**config.mk**
```make
export PLATFORM = sky130hd
export DESIGN_NAME = rsspwm_top
export DESIGN_NICKNAME = d
export VERILOG_FILES = /design/src/hdl/rsspwm_pkg.sv /design/src/hdl/rsspwm_if.sv /design/src/hdl/rsspwm_top.sv /design/src/hdl/rsspwm_gen.sv
export SDC_FILE = /design/constraint.sdc
export NUM_CORES = 1
export LEC_CHECK = 0
export ABC_AREA = 1
export BUFFER_PORTS_ARGS = -buffer_cell sky130_fd_sc_hd__buf_2
export CAP_MARGIN = 20
export CORE_MARGIN = 1.5
export CORE_UTILIZATION = 50
export DETAILED_ROUTE_END_ITERATION = 7
export GPL_TIMING_DRIVEN = 1
export PLACE_DENSITY_LB_ADDON = 0.08
export SETUP_SLACK_MARGIN = 0.5
export SLEW_MARGIN = 40
export SYNTH_ARGS = -nofsm -noshare
export SYNTH_HDL_FRONTEND = slang
export SYNTH_SLANG_ARGS = --single-unit
```
**constraint.sdc**
```tcl
create_clock -name ref_clk -period 7.2 [get_ports ref_clk]
set_input_delay 1.44 -clock ref_clk [delete_from_list [all_inputs] [get_ports ref_clk]]
set_output_delay 1.44 -clock ref_clk [all_outputs]
set_load 0.02 [all_outputs]
```
**src/hdl/rsspwm_pkg.sv**
```systemverilog
// Shared constants for the strength and passed-value pulse outputs.
// Assumes a 50 MHz ref_clk.
package rsspwm_pkg;
    // ==========================================================
    // Timing
    localparam int CLK_NS = 20;
    localparam int PERIOD_NS = 64000;
    localparam int STEP_NS = 144;
    localparam int STEPS = 445;
    localparam int TICK_MS = 100;
    // Cycles per 100 ms unit; above 4096 so the top exposes it as a parameter
    localparam int TICK_CYC = TICK_MS * 1000000 / CLK_NS;
    // Step counter advances once per 144 ns on average, period wraps at STEPS
    localparam logic [8:0] STEP_LAST = 9'(STEPS - 1);
    // Fractional step divider: add one clock period, take a step past the top
    localparam logic [7:0] STEP_ACC_INC = 8'(CLK_NS);
    localparam logic [7:0] STEP_ACC_TOP = 8'(STEP_NS - CLK_NS);
    // ==========================================================
    // Reset values of the settings, and the hold setting that never expires
    localparam logic [1:0] FIRST_SEL_RST = 2'h1;
    localparam logic [1:0] SECOND_SEL_RST = 2'h0;
    localparam logic [7:0] PASS_TMO_RST = 8'hff;
    localparam logic [7:0] HOLD_RST = 8'h28;
    localparam logic [7:0] HOLD_FOREVER = 8'hff;
    // ==========================================================
    // Strength duty map: steps at sensitivity, steps lost per dB below it,
    // and above it a level in tenths of a percent rising per dB
    localparam logic [8:0] DUTY_AT_SENS = 9'h06b;
    localparam logic [8:0] DUTY_PER_DB = 9'h004;
    localparam int SENS_PERMILLE = 240;
    localparam int PERMILLE_PER_DB = 17;
    localparam int PERMILLE_FULL = 1000;
    // ==========================================================
    typedef enum logic [1:0]
    {
        SEL_OFF = 2'b00,
        SEL_STRENGTH = 2'b01,
        SEL_PASSED = 2'b10
    } rsspwm_sel_e;

    // Duty in steps for a level in dB above sensitivity (negative: below)
    function automatic logic [8:0] strengthDuty(input logic signed [7:0] dbAbove);
        logic [23:0] dutyWide;
        dutyWide = 24'h0;
        if (dbAbove <= 8'sd0)
        begin
            // 1..24 percent, linear from -24 dB up to sensitivity
            if (dbAbove < -8'sd24)
                dutyWide = 24'h000005;
            else
                dutyWide = 24'(DUTY_AT_SENS) - 24'(DUTY_PER_DB) * 24'(-dbAbove);
        end
        else
        begin
            // 24 percent at sensitivity plus 1.7 percent per dB, capped at full
            dutyWide = 24'(SENS_PERMILLE) + 24'(PERMILLE_PER_DB) * 24'(dbAbove[6:0]);
            if (dutyWide > 24'(PERMILLE_FULL))
                dutyWide = 24'(PERMILLE_FULL);
            dutyWide = dutyWide * 24'(STEPS) / 24'(PERMILLE_FULL);
        end
        return dutyWide[8:0];
    endfunction

    // Scale a 10-bit analog sample to duty steps
    function automatic logic [8:0] sampleDuty(input logic [9:0] sample);
        logic [19:0] prod;
        prod = 20'(sample) * 20'(STEPS);
        return prod[18:10];
    endfunction
endpackage

```
**src/hdl/rsspwm_if.sv**
```systemverilog
// Duty and step bundle handed from the control logic to a pulse generator.
// Assumes one clock shared by both ends.
`timescale 1ns/1ps
`default_nettype none
interface rsspwm_if;
    logic [8:0] duty;
    logic [8:0] step;
    modport ctrl (output duty, output step);
    modport gen (input duty, input step);
endinterface
`default_nettype wire

```
**src/hdl/rsspwm_top.sv**
```systemverilog
// Two pulse-width outputs driven from packet strength or passed analog samples.
// Assumes packet events are one-cycle pulses from logic on ref_clk.
`timescale 1ns/1ps
`default_nettype none
module rsspwm_top
#(
    parameter int TICK_CYCLES = rsspwm_pkg::TICK_CYC
)
(
    // Clock and reset
    input wire logic ref_clk,
    input wire logic resetn,
    // Settings
    input wire logic [1:0] firstOutputFunctionSelect,
    input wire logic [1:0] secondOutputFunctionSelect,
    input wire logic [7:0] passedValueOutputTimeout,
    input wire logic [7:0] strengthOutputHoldTime,
    input wire logic [15:0] ioInputSourceAddress,
    // Received packet
    input wire logic pktValid,
    input wire logic signed [7:0] pktDbAbove,
    // Received I/O sample packet
    input wire logic sampleValid,
    input wire logic [15:0] sampleSource,
    input wire logic [9:0] firstAnalogSample,
    input wire logic [9:0] secondAnalogSample,
    // Pins and status
    output logic firstPulseOutput,
    output logic secondPulseOutput,
    output logic passTimedOut
);
    // ==========================================================
    // Step counter and 100 ms tick
    logic [8:0] step_q;
    logic [8:0] step_d;
    logic [7:0] stepAcc_q;
    logic [7:0] stepAcc_d;
    logic stepEn;
    logic [31:0] tickCnt_q;
    logic [31:0] tickCnt_d;
    logic tick;

    always_comb
    begin
        // A step every 144 ns on average: 7 or 8 clocks, so 445 steps make about 64 us
        stepEn = (stepAcc_q >= rsspwm_pkg::STEP_ACC_TOP);
        if (stepEn)
            stepAcc_d = stepAcc_q - rsspwm_pkg::STEP_ACC_TOP;
        else
            stepAcc_d = stepAcc_q + rsspwm_pkg::STEP_ACC_INC;
        step_d = step_q;
        if (stepEn)
            step_d = (step_q == rsspwm_pkg::STEP_LAST) ? 9'h000 : step_q + 9'h001;
        tick = (tickCnt_q == 32'(TICK_CYCLES - 1));
        tickCnt_d = tick ? 32'h0 : tickCnt_q + 32'h1;
    end

    always_ff @(posedge ref_clk or negedge resetn)
    begin
        if (!resetn)
        begin
            step_q <= 9'h000;
            stepAcc_q <= 8'h00;
            tickCnt_q <= 32'h0;
        end
        else
        begin
            step_q <= step_d;
            stepAcc_q <= stepAcc_d;
            tickCnt_q <= tickCnt_d;
        end
    end

    // ==========================================================
    // Strength capture and hold timer
    logic [8:0] strDuty_q;
    logic [8:0] strDuty_d;
    logic strShow_q;
    logic strShow_d;
    logic [7:0] holdCnt_q;
    logic [7:0] holdCnt_d;

    always_comb
    begin
        strDuty_d = strDuty_q;
        strShow_d = strShow_q;
        holdCnt_d = holdCnt_q;
        if (pktValid)
        begin
            strDuty_d = rsspwm_pkg::strengthDuty(pktDbAbove);
            strShow_d = 1'b1;
            holdCnt_d = strengthOutputHoldTime;
        end
        else if (tick && strShow_q && strengthOutputHoldTime != rsspwm_pkg::HOLD_FOREVER)
        begin
            if (holdCnt_q <= 8'h01)
                strShow_d = 1'b0;
            else
                holdCnt_d = holdCnt_q - 8'h01;
        end
        if (strengthOutputHoldTime == 8'h00)
            strShow_d = 1'b0;
    end

    always_ff @(posedge ref_clk or negedge resetn)
    begin
        if (!resetn)
        begin
            strDuty_q <= 9'h000;
            strShow_q <= 1'b0;
            holdCnt_q <= rsspwm_pkg::HOLD_RST;
        end
        else
        begin
            strDuty_q <= strDuty_d;
            strShow_q <= strShow_d;
            holdCnt_q <= holdCnt_d;
        end
    end

    // ==========================================================
    // Passed-value duties and shared timeout
    logic [8:0] passDuty0_q;
    logic [8:0] passDuty0_d;
    logic [8:0] passDuty1_q;
    logic [8:0] passDuty1_d;
    logic [7:0] passCnt_q;
    logic [7:0] passCnt_d;
    logic tmo_q;
    logic tmo_d;
    logic srcMatch;

    always_comb
    begin
        srcMatch = sampleValid && (sampleSource == ioInputSourceAddress);
        passDuty0_d = passDuty0_q;
        passDuty1_d = passDuty1_q;
        passCnt_d = passCnt_q;
        tmo_d = 1'b0;
        if (srcMatch)
        begin
            if (firstOutputFunctionSelect == rsspwm_pkg::SEL_PASSED)
                passDuty0_d = rsspwm_pkg::sampleDuty(firstAnalogSample);
            if (secondOutputFunctionSelect == rsspwm_pkg::SEL_PASSED)
                passDuty1_d = rsspwm_pkg::sampleDuty(secondAnalogSample);
        end
        if (sampleValid)
            passCnt_d = passedValueOutputTimeout;
        else if (tick && (passDuty0_q != 9'h000 || passDuty1_q != 9'h000))
        begin
            // Zero timeout forces the duty off on the next tick
            if (passCnt_q <= 8'h01)
            begin
                passDuty0_d = 9'h000;
                passDuty1_d = 9'h000;
                tmo_d = 1'b1;
            end
            else
                passCnt_d = passCnt_q - 8'h01;
        end
    end

    always_ff @(posedge ref_clk or negedge resetn)
    begin
        if (!resetn)
        begin
            passDuty0_q <= 9'h000;
            passDuty1_q <= 9'h000;
            passCnt_q <= rsspwm_pkg::PASS_TMO_RST;
            tmo_q <= 1'b0;
        end
        else
        begin
            passDuty0_q <= passDuty0_d;
            passDuty1_q <= passDuty1_d;
            passCnt_q <= passCnt_d;
            tmo_q <= tmo_d;
        end
    end

    // ==========================================================
    // Output selection
    function automatic logic [8:0] pickDuty(input logic [1:0] sel, input logic [8:0] passed,
                                            input logic [8:0] strength, input logic show);
        logic [8:0] d;
        d = 9'h000;
        unique case (sel)
            rsspwm_pkg::SEL_STRENGTH: d = show ? strength : 9'h000;
            rsspwm_pkg::SEL_PASSED: d = passed;
            default: d = 9'h000;
        endcase
        return d;
    endfunction

    rsspwm_if firstLink();
    rsspwm_if secondLink();

    assign firstLink.step = step_q;
    assign secondLink.step = step_q;
    assign firstLink.duty = pickDuty(firstOutputFunctionSelect, passDuty0_q, strDuty_q,
                                     strShow_q);
    assign secondLink.duty = pickDuty(secondOutputFunctionSelect, passDuty1_q, strDuty_q,
                                      strShow_q);

    rsspwm_gen gen0
    (
        .ref_clk(ref_clk),
        .resetn(resetn),
        .pwm(firstLink),
        .pinOut(firstPulseOutput)
    );

    rsspwm_gen gen1
    (
        .ref_clk(ref_clk),
        .resetn(resetn),
        .pwm(secondLink),
        .pinOut(secondPulseOutput)
    );

    assign passTimedOut = tmo_q;
endmodule
`default_nettype wire

```
**src/hdl/rsspwm_gen.sv**
```systemverilog
// One pulse output: high while the shared step count is below the duty.
// Assumes step wraps over the period and duty never exceeds STEPS.
`timescale 1ns/1ps
`default_nettype none
module rsspwm_gen
(
    // Clock and reset
    input wire logic ref_clk,
    input wire logic resetn,
    // Duty and step
    rsspwm_if.gen pwm,
    // Pin
    output logic pinOut
);
    logic pin_d;
    logic pin_q;

    always_comb
    begin
        pin_d = (pwm.step < pwm.duty);
    end

    always_ff @(posedge ref_clk or negedge resetn)
    begin
        if (!resetn)
            pin_q <= 1'b0;
        else
            pin_q <= pin_d;
    end

    assign pinOut = pin_q;
endmodule
`default_nettype wire

```
# After elaboration in Yosys (flattened, before gate mapping)
# Index checks and enable logic that the tools add are counted.
# word_totals
register_bits	96
elab_cells	93
# classes
addsub	9
multipliers	4
div_mod_pow	1
order_cmp	8
n_eq_ne	10
n_mux	34
n_reduce_logical	15
# op_table
op	count
9-bit two-way mux	14
8-bit two-way mux	7
24-bit two-way mux	2
10-bit by 9-bit multiplier with 19-bit output (second input constant)	2
9-bit case mux with 2 select lines	2
32-bit by 1-bit adder with 32-bit output (second input constant)	1
32-bit by 23-bit equality test with 1-bit output (second input constant)	1
32-bit two-way mux	1
24-bit by 10-bit divider with 24-bit output (second input constant)	1
8-bit by 1-bit less-or-equal comparator with 1-bit output (second input constant)	3
24-bit by 9-bit multiplier with 24-bit output (second input constant)	1
9-bit < comparator	2
9-bit nonzero test	2
16-bit equality test	1
8-bit by 1-bit subtractor with 8-bit output (second input constant)	2
8-bit by 12-bit adder with 13-bit output (first input constant)	1
13-bit by 10-bit > comparator with 1-bit output (second input constant)	1
13-bit two-way mux	1
5-bit by 7-bit multiplier with 12-bit output (first input constant)	1
9-bit by 1-bit adder with 9-bit output (second input constant)	1
9-bit equality test (second input constant)	1
7-bit by 9-bit subtractor with 9-bit output (first input constant)	1
8-bit by 5-bit adder with 8-bit output (second input constant)	1
8-bit by 7-bit >= comparator with 1-bit output (second input constant)	1
14 further kinds	30

# Longest topological paths before layout
# logic_depth
word_depth	9
depth_mapped	107

# By module
# A second synthesis with hierarchy kept.
# unflattened
cells_unflattened	2206
hier_area_um2	15647.5
# modules_own_cells
mod	n_inst	cells_each	area_each_um2	seq_area_each_um2
rsspwm_top	1	2118	15099.5	2314.7
rsspwm_gen	2	44	274.0	25.0

# Worst setup path before layout
# No wires, ideal clock.
# synth_path
path_kind	input port to flip-flop
start	input pktDbAbove[2]
end	register strDuty_q[0]
t_arrival_ps	12454
required_ps	7123
slack_ps	-5331
stages	85
n_path_buf	1
cell_sequence	inv_1 > fa_1 > ha_1 > ha_1 > fa_1 > nand2_1 > inv_1 > o21ai_0 > a21oi_1 > nor3_1 > nand2_1 > clkbuf_1 > nor2_1 > nand2_1 > o21ai_0 > inv_1 > ha_1 > inv_1 > (+49 left out) > nand2_2 > nor2_2 > nand3_2 > nand3_1 > nand3_2 > nand2_2 > inv_2 > nand2_2 > nand2_2 > nand2_1 > nand2_1 > inv_2 > nand2_1 > o21ai_1 > nand2_1 > nand3_1 > nand4_1 > a21oi_1
# synth_between
elab_chain_len	9
word_cells_on_any_way	12
# synth_rtl
element	line_no	source
from (decl)	rsspwm_top.sv:21	input wire logic signed [7:0] pktDbAbove,
5-bit by 7-bit multiplier with 12-bit output	rsspwm_pkg.sv:56	dutyWide = 24'(SENS_PERMILLE) + 24'(PERMILLE_PER_DB) * 24'(dbAbove[6:0]);
8-bit by 12-bit adder with 13-bit output	rsspwm_pkg.sv:56	
13-bit by 10-bit > comparator with 1-bit output	rsspwm_pkg.sv:57	if (dutyWide > 24'(PERMILLE_FULL))
13-bit two-way mux	rsspwm_pkg.sv:57	
24-bit two-way mux	rsspwm_pkg.sv:45	if (dbAbove <= 8'sd0)
24-bit two-way mux	rsspwm_top.sv:88	if (pktValid)
24-bit by 9-bit multiplier with 24-bit output	rsspwm_pkg.sv:59	dutyWide = dutyWide * 24'(STEPS) / 24'(PERMILLE_FULL);
24-bit by 10-bit divider with 24-bit output	rsspwm_pkg.sv:59	
9-bit two-way mux *	rsspwm_pkg.sv:45	
to (signal assigned)	rsspwm_top.sv:115	strDuty_q <= strDuty_d;
to (decl)	rsspwm_top.sv:76	logic [8:0] strDuty_q;
# Every way passes the cells marked *; elsewhere a longest branch is shown, timed or not. The select of a mux whose other input is x is not followed.
# A chain may end at the register's enable or synchronous reset.

# Final worst setup path
# layout_path
start	input pktDbAbove[2]
end	register strDuty_q[7]
# The elaborated chain is that of the path after synthesis.

==> out/metrics.cfg <==
[floorplan]
die_area_um2=31900
rows=64
die_y_um=179
io_pins=87
initial_core_util_pct=50.5
coreArea_um2=30500
die_w_um=179

[synth]
synth_seq_cells=94
ys.flop_type=dfrtp_1
synthesis.area_um2=15400
async_reset_ff_share_pct=100
yosysWarnings=0
synth_cell_types=62
postSynthAreaPerCell_um2=7.17
ys_seq_area_share_pct=15.3
syn_inst=2151
synth_edf_count=0

[finish]
ff_latch_area_um2=2360
syn_to_final_growth_pct=32.7
nNetsFinal=2935
num-fill-cells=2634
final_area_um2=20500
multi_input_area_um2=12500
drive_gt1_share_pct=30.3

[worst_setup_path]
critPathLaunchType=primary input
critical_path.endpoint_type=flop
cpPeakStageDelay_ns=0.52
critPathKind=in -> reg
cpMostUsedCell=buf_6
cp-startpoint=pktDbAbove[2]
crit_required_ns=7.41
r2r_start=tickCnt_q[0]
crit_slowest_cell=fa_1
critPathArrivalTime_ns=13.18
path_max_fanout=6

[grt]
antenna_found_initial=0
grt.met3_usage_pct=1.60
grt_pass1_wl_um=65500
grtUsageTotal_pct=24.7
grt-busiest-layer=met2
grt_max_degree=63
grt_overflow_total=0
grtUsageMet2_pct=46.8
grt_pass1_vias=15100
grt_use_met1_pct=28.8

[sta]
period_share_pct=180
rsz0062_at_grt=yes
worstMarginPinSlew_ns=0.746
drv_slew=0
hold_viol=0
timing.fmax_mhz=77.1
holdWs_ns=0.455
period_needed_ns=12.98
setup_ws_ns=-5.78
fin_skew_ns=0.00973
tns_ns=-40.16
setup_violations=9
slew_headroom_pct=49.6

[place]
post_dp_cell_area_um2=18200
hpwl_um=30300
place.gp.congestion=0.881
placement.io_buffers=86

[route]
wl_per_cell_um=13.3
drtIter0Drc=623
vias_per_cell=5.04
wirelength_um=38900
antenna_left=0
dr.pass1.iters=5
vias=14800
drcViolationCount=0

[cts]
root_buffer=clkbuf_16
cts.sinks=94
path_clk_slew_ns=0.06
htree_num_levels=3
cts_made_buffers=9
cts_tree=built
cts_buffer_depth=2
clkLatencyLatePin_ns=0.35

[flow_run]
max-cap-violations=0

[worst_hold_path]
hp-start=tickCnt_q[0]
hp-class=reg -> reg

[status]
failed_checks=setup timing
status=complete, but fails checks

## worst max-delay path, delay by kind of cell
family / cells / cell delay (ns)
simple gates: 20 / 2.11
xor+xnor: 1 / 0.13
compound gates: 8 / 0.74
fa+ha+maj: 9 / 3.10
buf+inv: 52 / 5.59
## registers in the layout, indices dropped and copies added, names as in the netlist
name,cells
passDuty1_q,9
gen0.pinOut,1
passCnt_q,8
passDuty0_q,9
firstLink.step,9
gen1.pinOut,1
holdCnt_q,8
stepAcc_q,6
strShow_q,1
strDuty_q,9
passTimedOut,1
tickCnt_q,32
## per-stage QoR
| step | worst slack, ns | instances | util [%] |
|---|---|---|---|
| 6_report | -5.78 | 2938 | 67.1 |
| 5_1_grt | -6.42 | 2937 | 67.1 |
| 4_1_cts | -5.41 | 2909 | 63.9 |
| 3_5_place_dp | -5.95 | 2827 | 59.7 |
| 3_3_place_gp | -5.72 | 2827 | 59.7 |
| 2_1_floorplan | -4.89 | 2162 | - |
## logic make-up (layout without fill, tap and decap cells)
logic type / Yosys count / in the layout / share of synthesized area [%]
buf+inv: 514 / 892 / 12.5
simple gates: 878 / 879 / 26.6
compound gates: 272 / 272 / 10.2
xor+xnor: 77 / 77 / 4.37
fa+ha+maj: 314 / 314 / 30.9
flops: 94 / 94 / 15.3
other cells: 2 / 14 / 0.0487
## synth_stat cells, types with 3 or more instances
cell | number | share of area [%]
nor2_1 | 151 | 3.7
nor2_4 | 6 | 0.44
o22ai_1 | 14 | 0.57
clkbuf_1 | 13 | 0.32
nand3_1 | 126 | 4.1
nand3_2 | 14 | 0.91
o21ai_0 | 88 | 2.9
nor3_1 | 22 | 0.71
nand2_2 | 42 | 1.7
fa_1 | 111 | 14
a21oi_1 | 88 | 2.9
xnor2_1 | 21 | 1.2
o211ai_1 | 8 | 0.39
xor2_1 | 56 | 3.2
a31oi_1 | 6 | 0.24
inv_1 | 467 | 11
nand3b_1 | 4 | 0.19
nor2_2 | 13 | 0.53
nand2_4 | 11 | 0.80
dfstp_2 | 10 | 1.7
o21ai_2 | 4 | 0.23
clkinv_1 | 4 | 0.097
o21ai_1 | 18 | 0.58
or2_2 | 9 | 0.37
nand3_4 | 3 | 0.34
o21bai_1 | 4 | 0.19
nand4_1 | 27 | 1.1
nor3b_1 | 3 | 0.15
a211oi_1 | 6 | 0.29
and2_1 | 5 | 0.20
dfrtp_1 | 84 | 14
a22oi_1 | 5 | 0.24
ha_1 | 203 | 16
nand2_1 | 416 | 10
inv_2 | 29 | 0.71
nor4_1 | 18 | 0.73
a21oi_2 | 4 | 0.23
o2111ai_1 | 3 | 0.17
a21o_1 | 9 | 0.44
## area by class of cell
type | count | share of cell area, %
multi-input combinational | 1555 | 61.3
antenna | 1 | 0.0122
timing repair buffer | 377 | 14.0
clock buffer | 10 | 1.17
inverter | 500 | 9.30
tap | 396 | 2.42
clock inverter | 5 | 0.294
sequential | 94 | 11.6
## what timing repair did
item,CTS,global route
setup endpoints to repair,9,9
resized for setup,120,170
gates cloned,1,1
setup buffers,66,27
pin swaps,50,71
hold buffers,0,0
hold endpoints to repair,0,0
## final timing paths
check | to | cells after the start | slack [ns]
worst max-delay path | strDuty_q[7] | 90 | -5.78
worst min-delay path | tickCnt_q[0] | 1 | 0.46
worst max register to register | tickCnt_q[30] | 22 | 3.22
worst min register to register | tickCnt_q[0] | 1 | 0.46
max in group asynchronous | passCnt_q[4] | 2 | 5.27
min in group asynchronous | tickCnt_q[31] | 1 | 1.02
## routing by layer
| metal | routed length [um] | vias to the layer above |
|---|---|---|
| met5 | 0 | - |
| met1 | 16300 | 6945 |
| met2 | 20400 | 230 |
| li1 | - | 7548 |
| met3 | 866 | 95 |
| met4 | 1390 | 0 |
## layout by cell type (no fill, tap or decap), drive strengths merged, types with 2 or more instances in the layout
cell      instances
clkinv            7
or2              10
and2              5
a31oi             6
nand2           470
clkbuf           10
o21bai            5
clkinvlp          2
ha              203
a211oi            6
inv             495
xor2             56
a21oi            92
o31ai             2
xnor2            21
dfstp            10
a31o              2
nor2            170
a21o              9
conb             13
buf             377
o21ai           111
o2111ai           3
nor3             23
fa              111
o211ai            8
o22ai            14
dfrtp            84
nand3           143
a22oi             5
a21boi            2
nand4            30
nor3b             3
nor4             18
nand3b            4
Power is left out: the tool's default activity adds up to more than one toggle a clock period on the data nets, which glitch-free logic cannot reach.
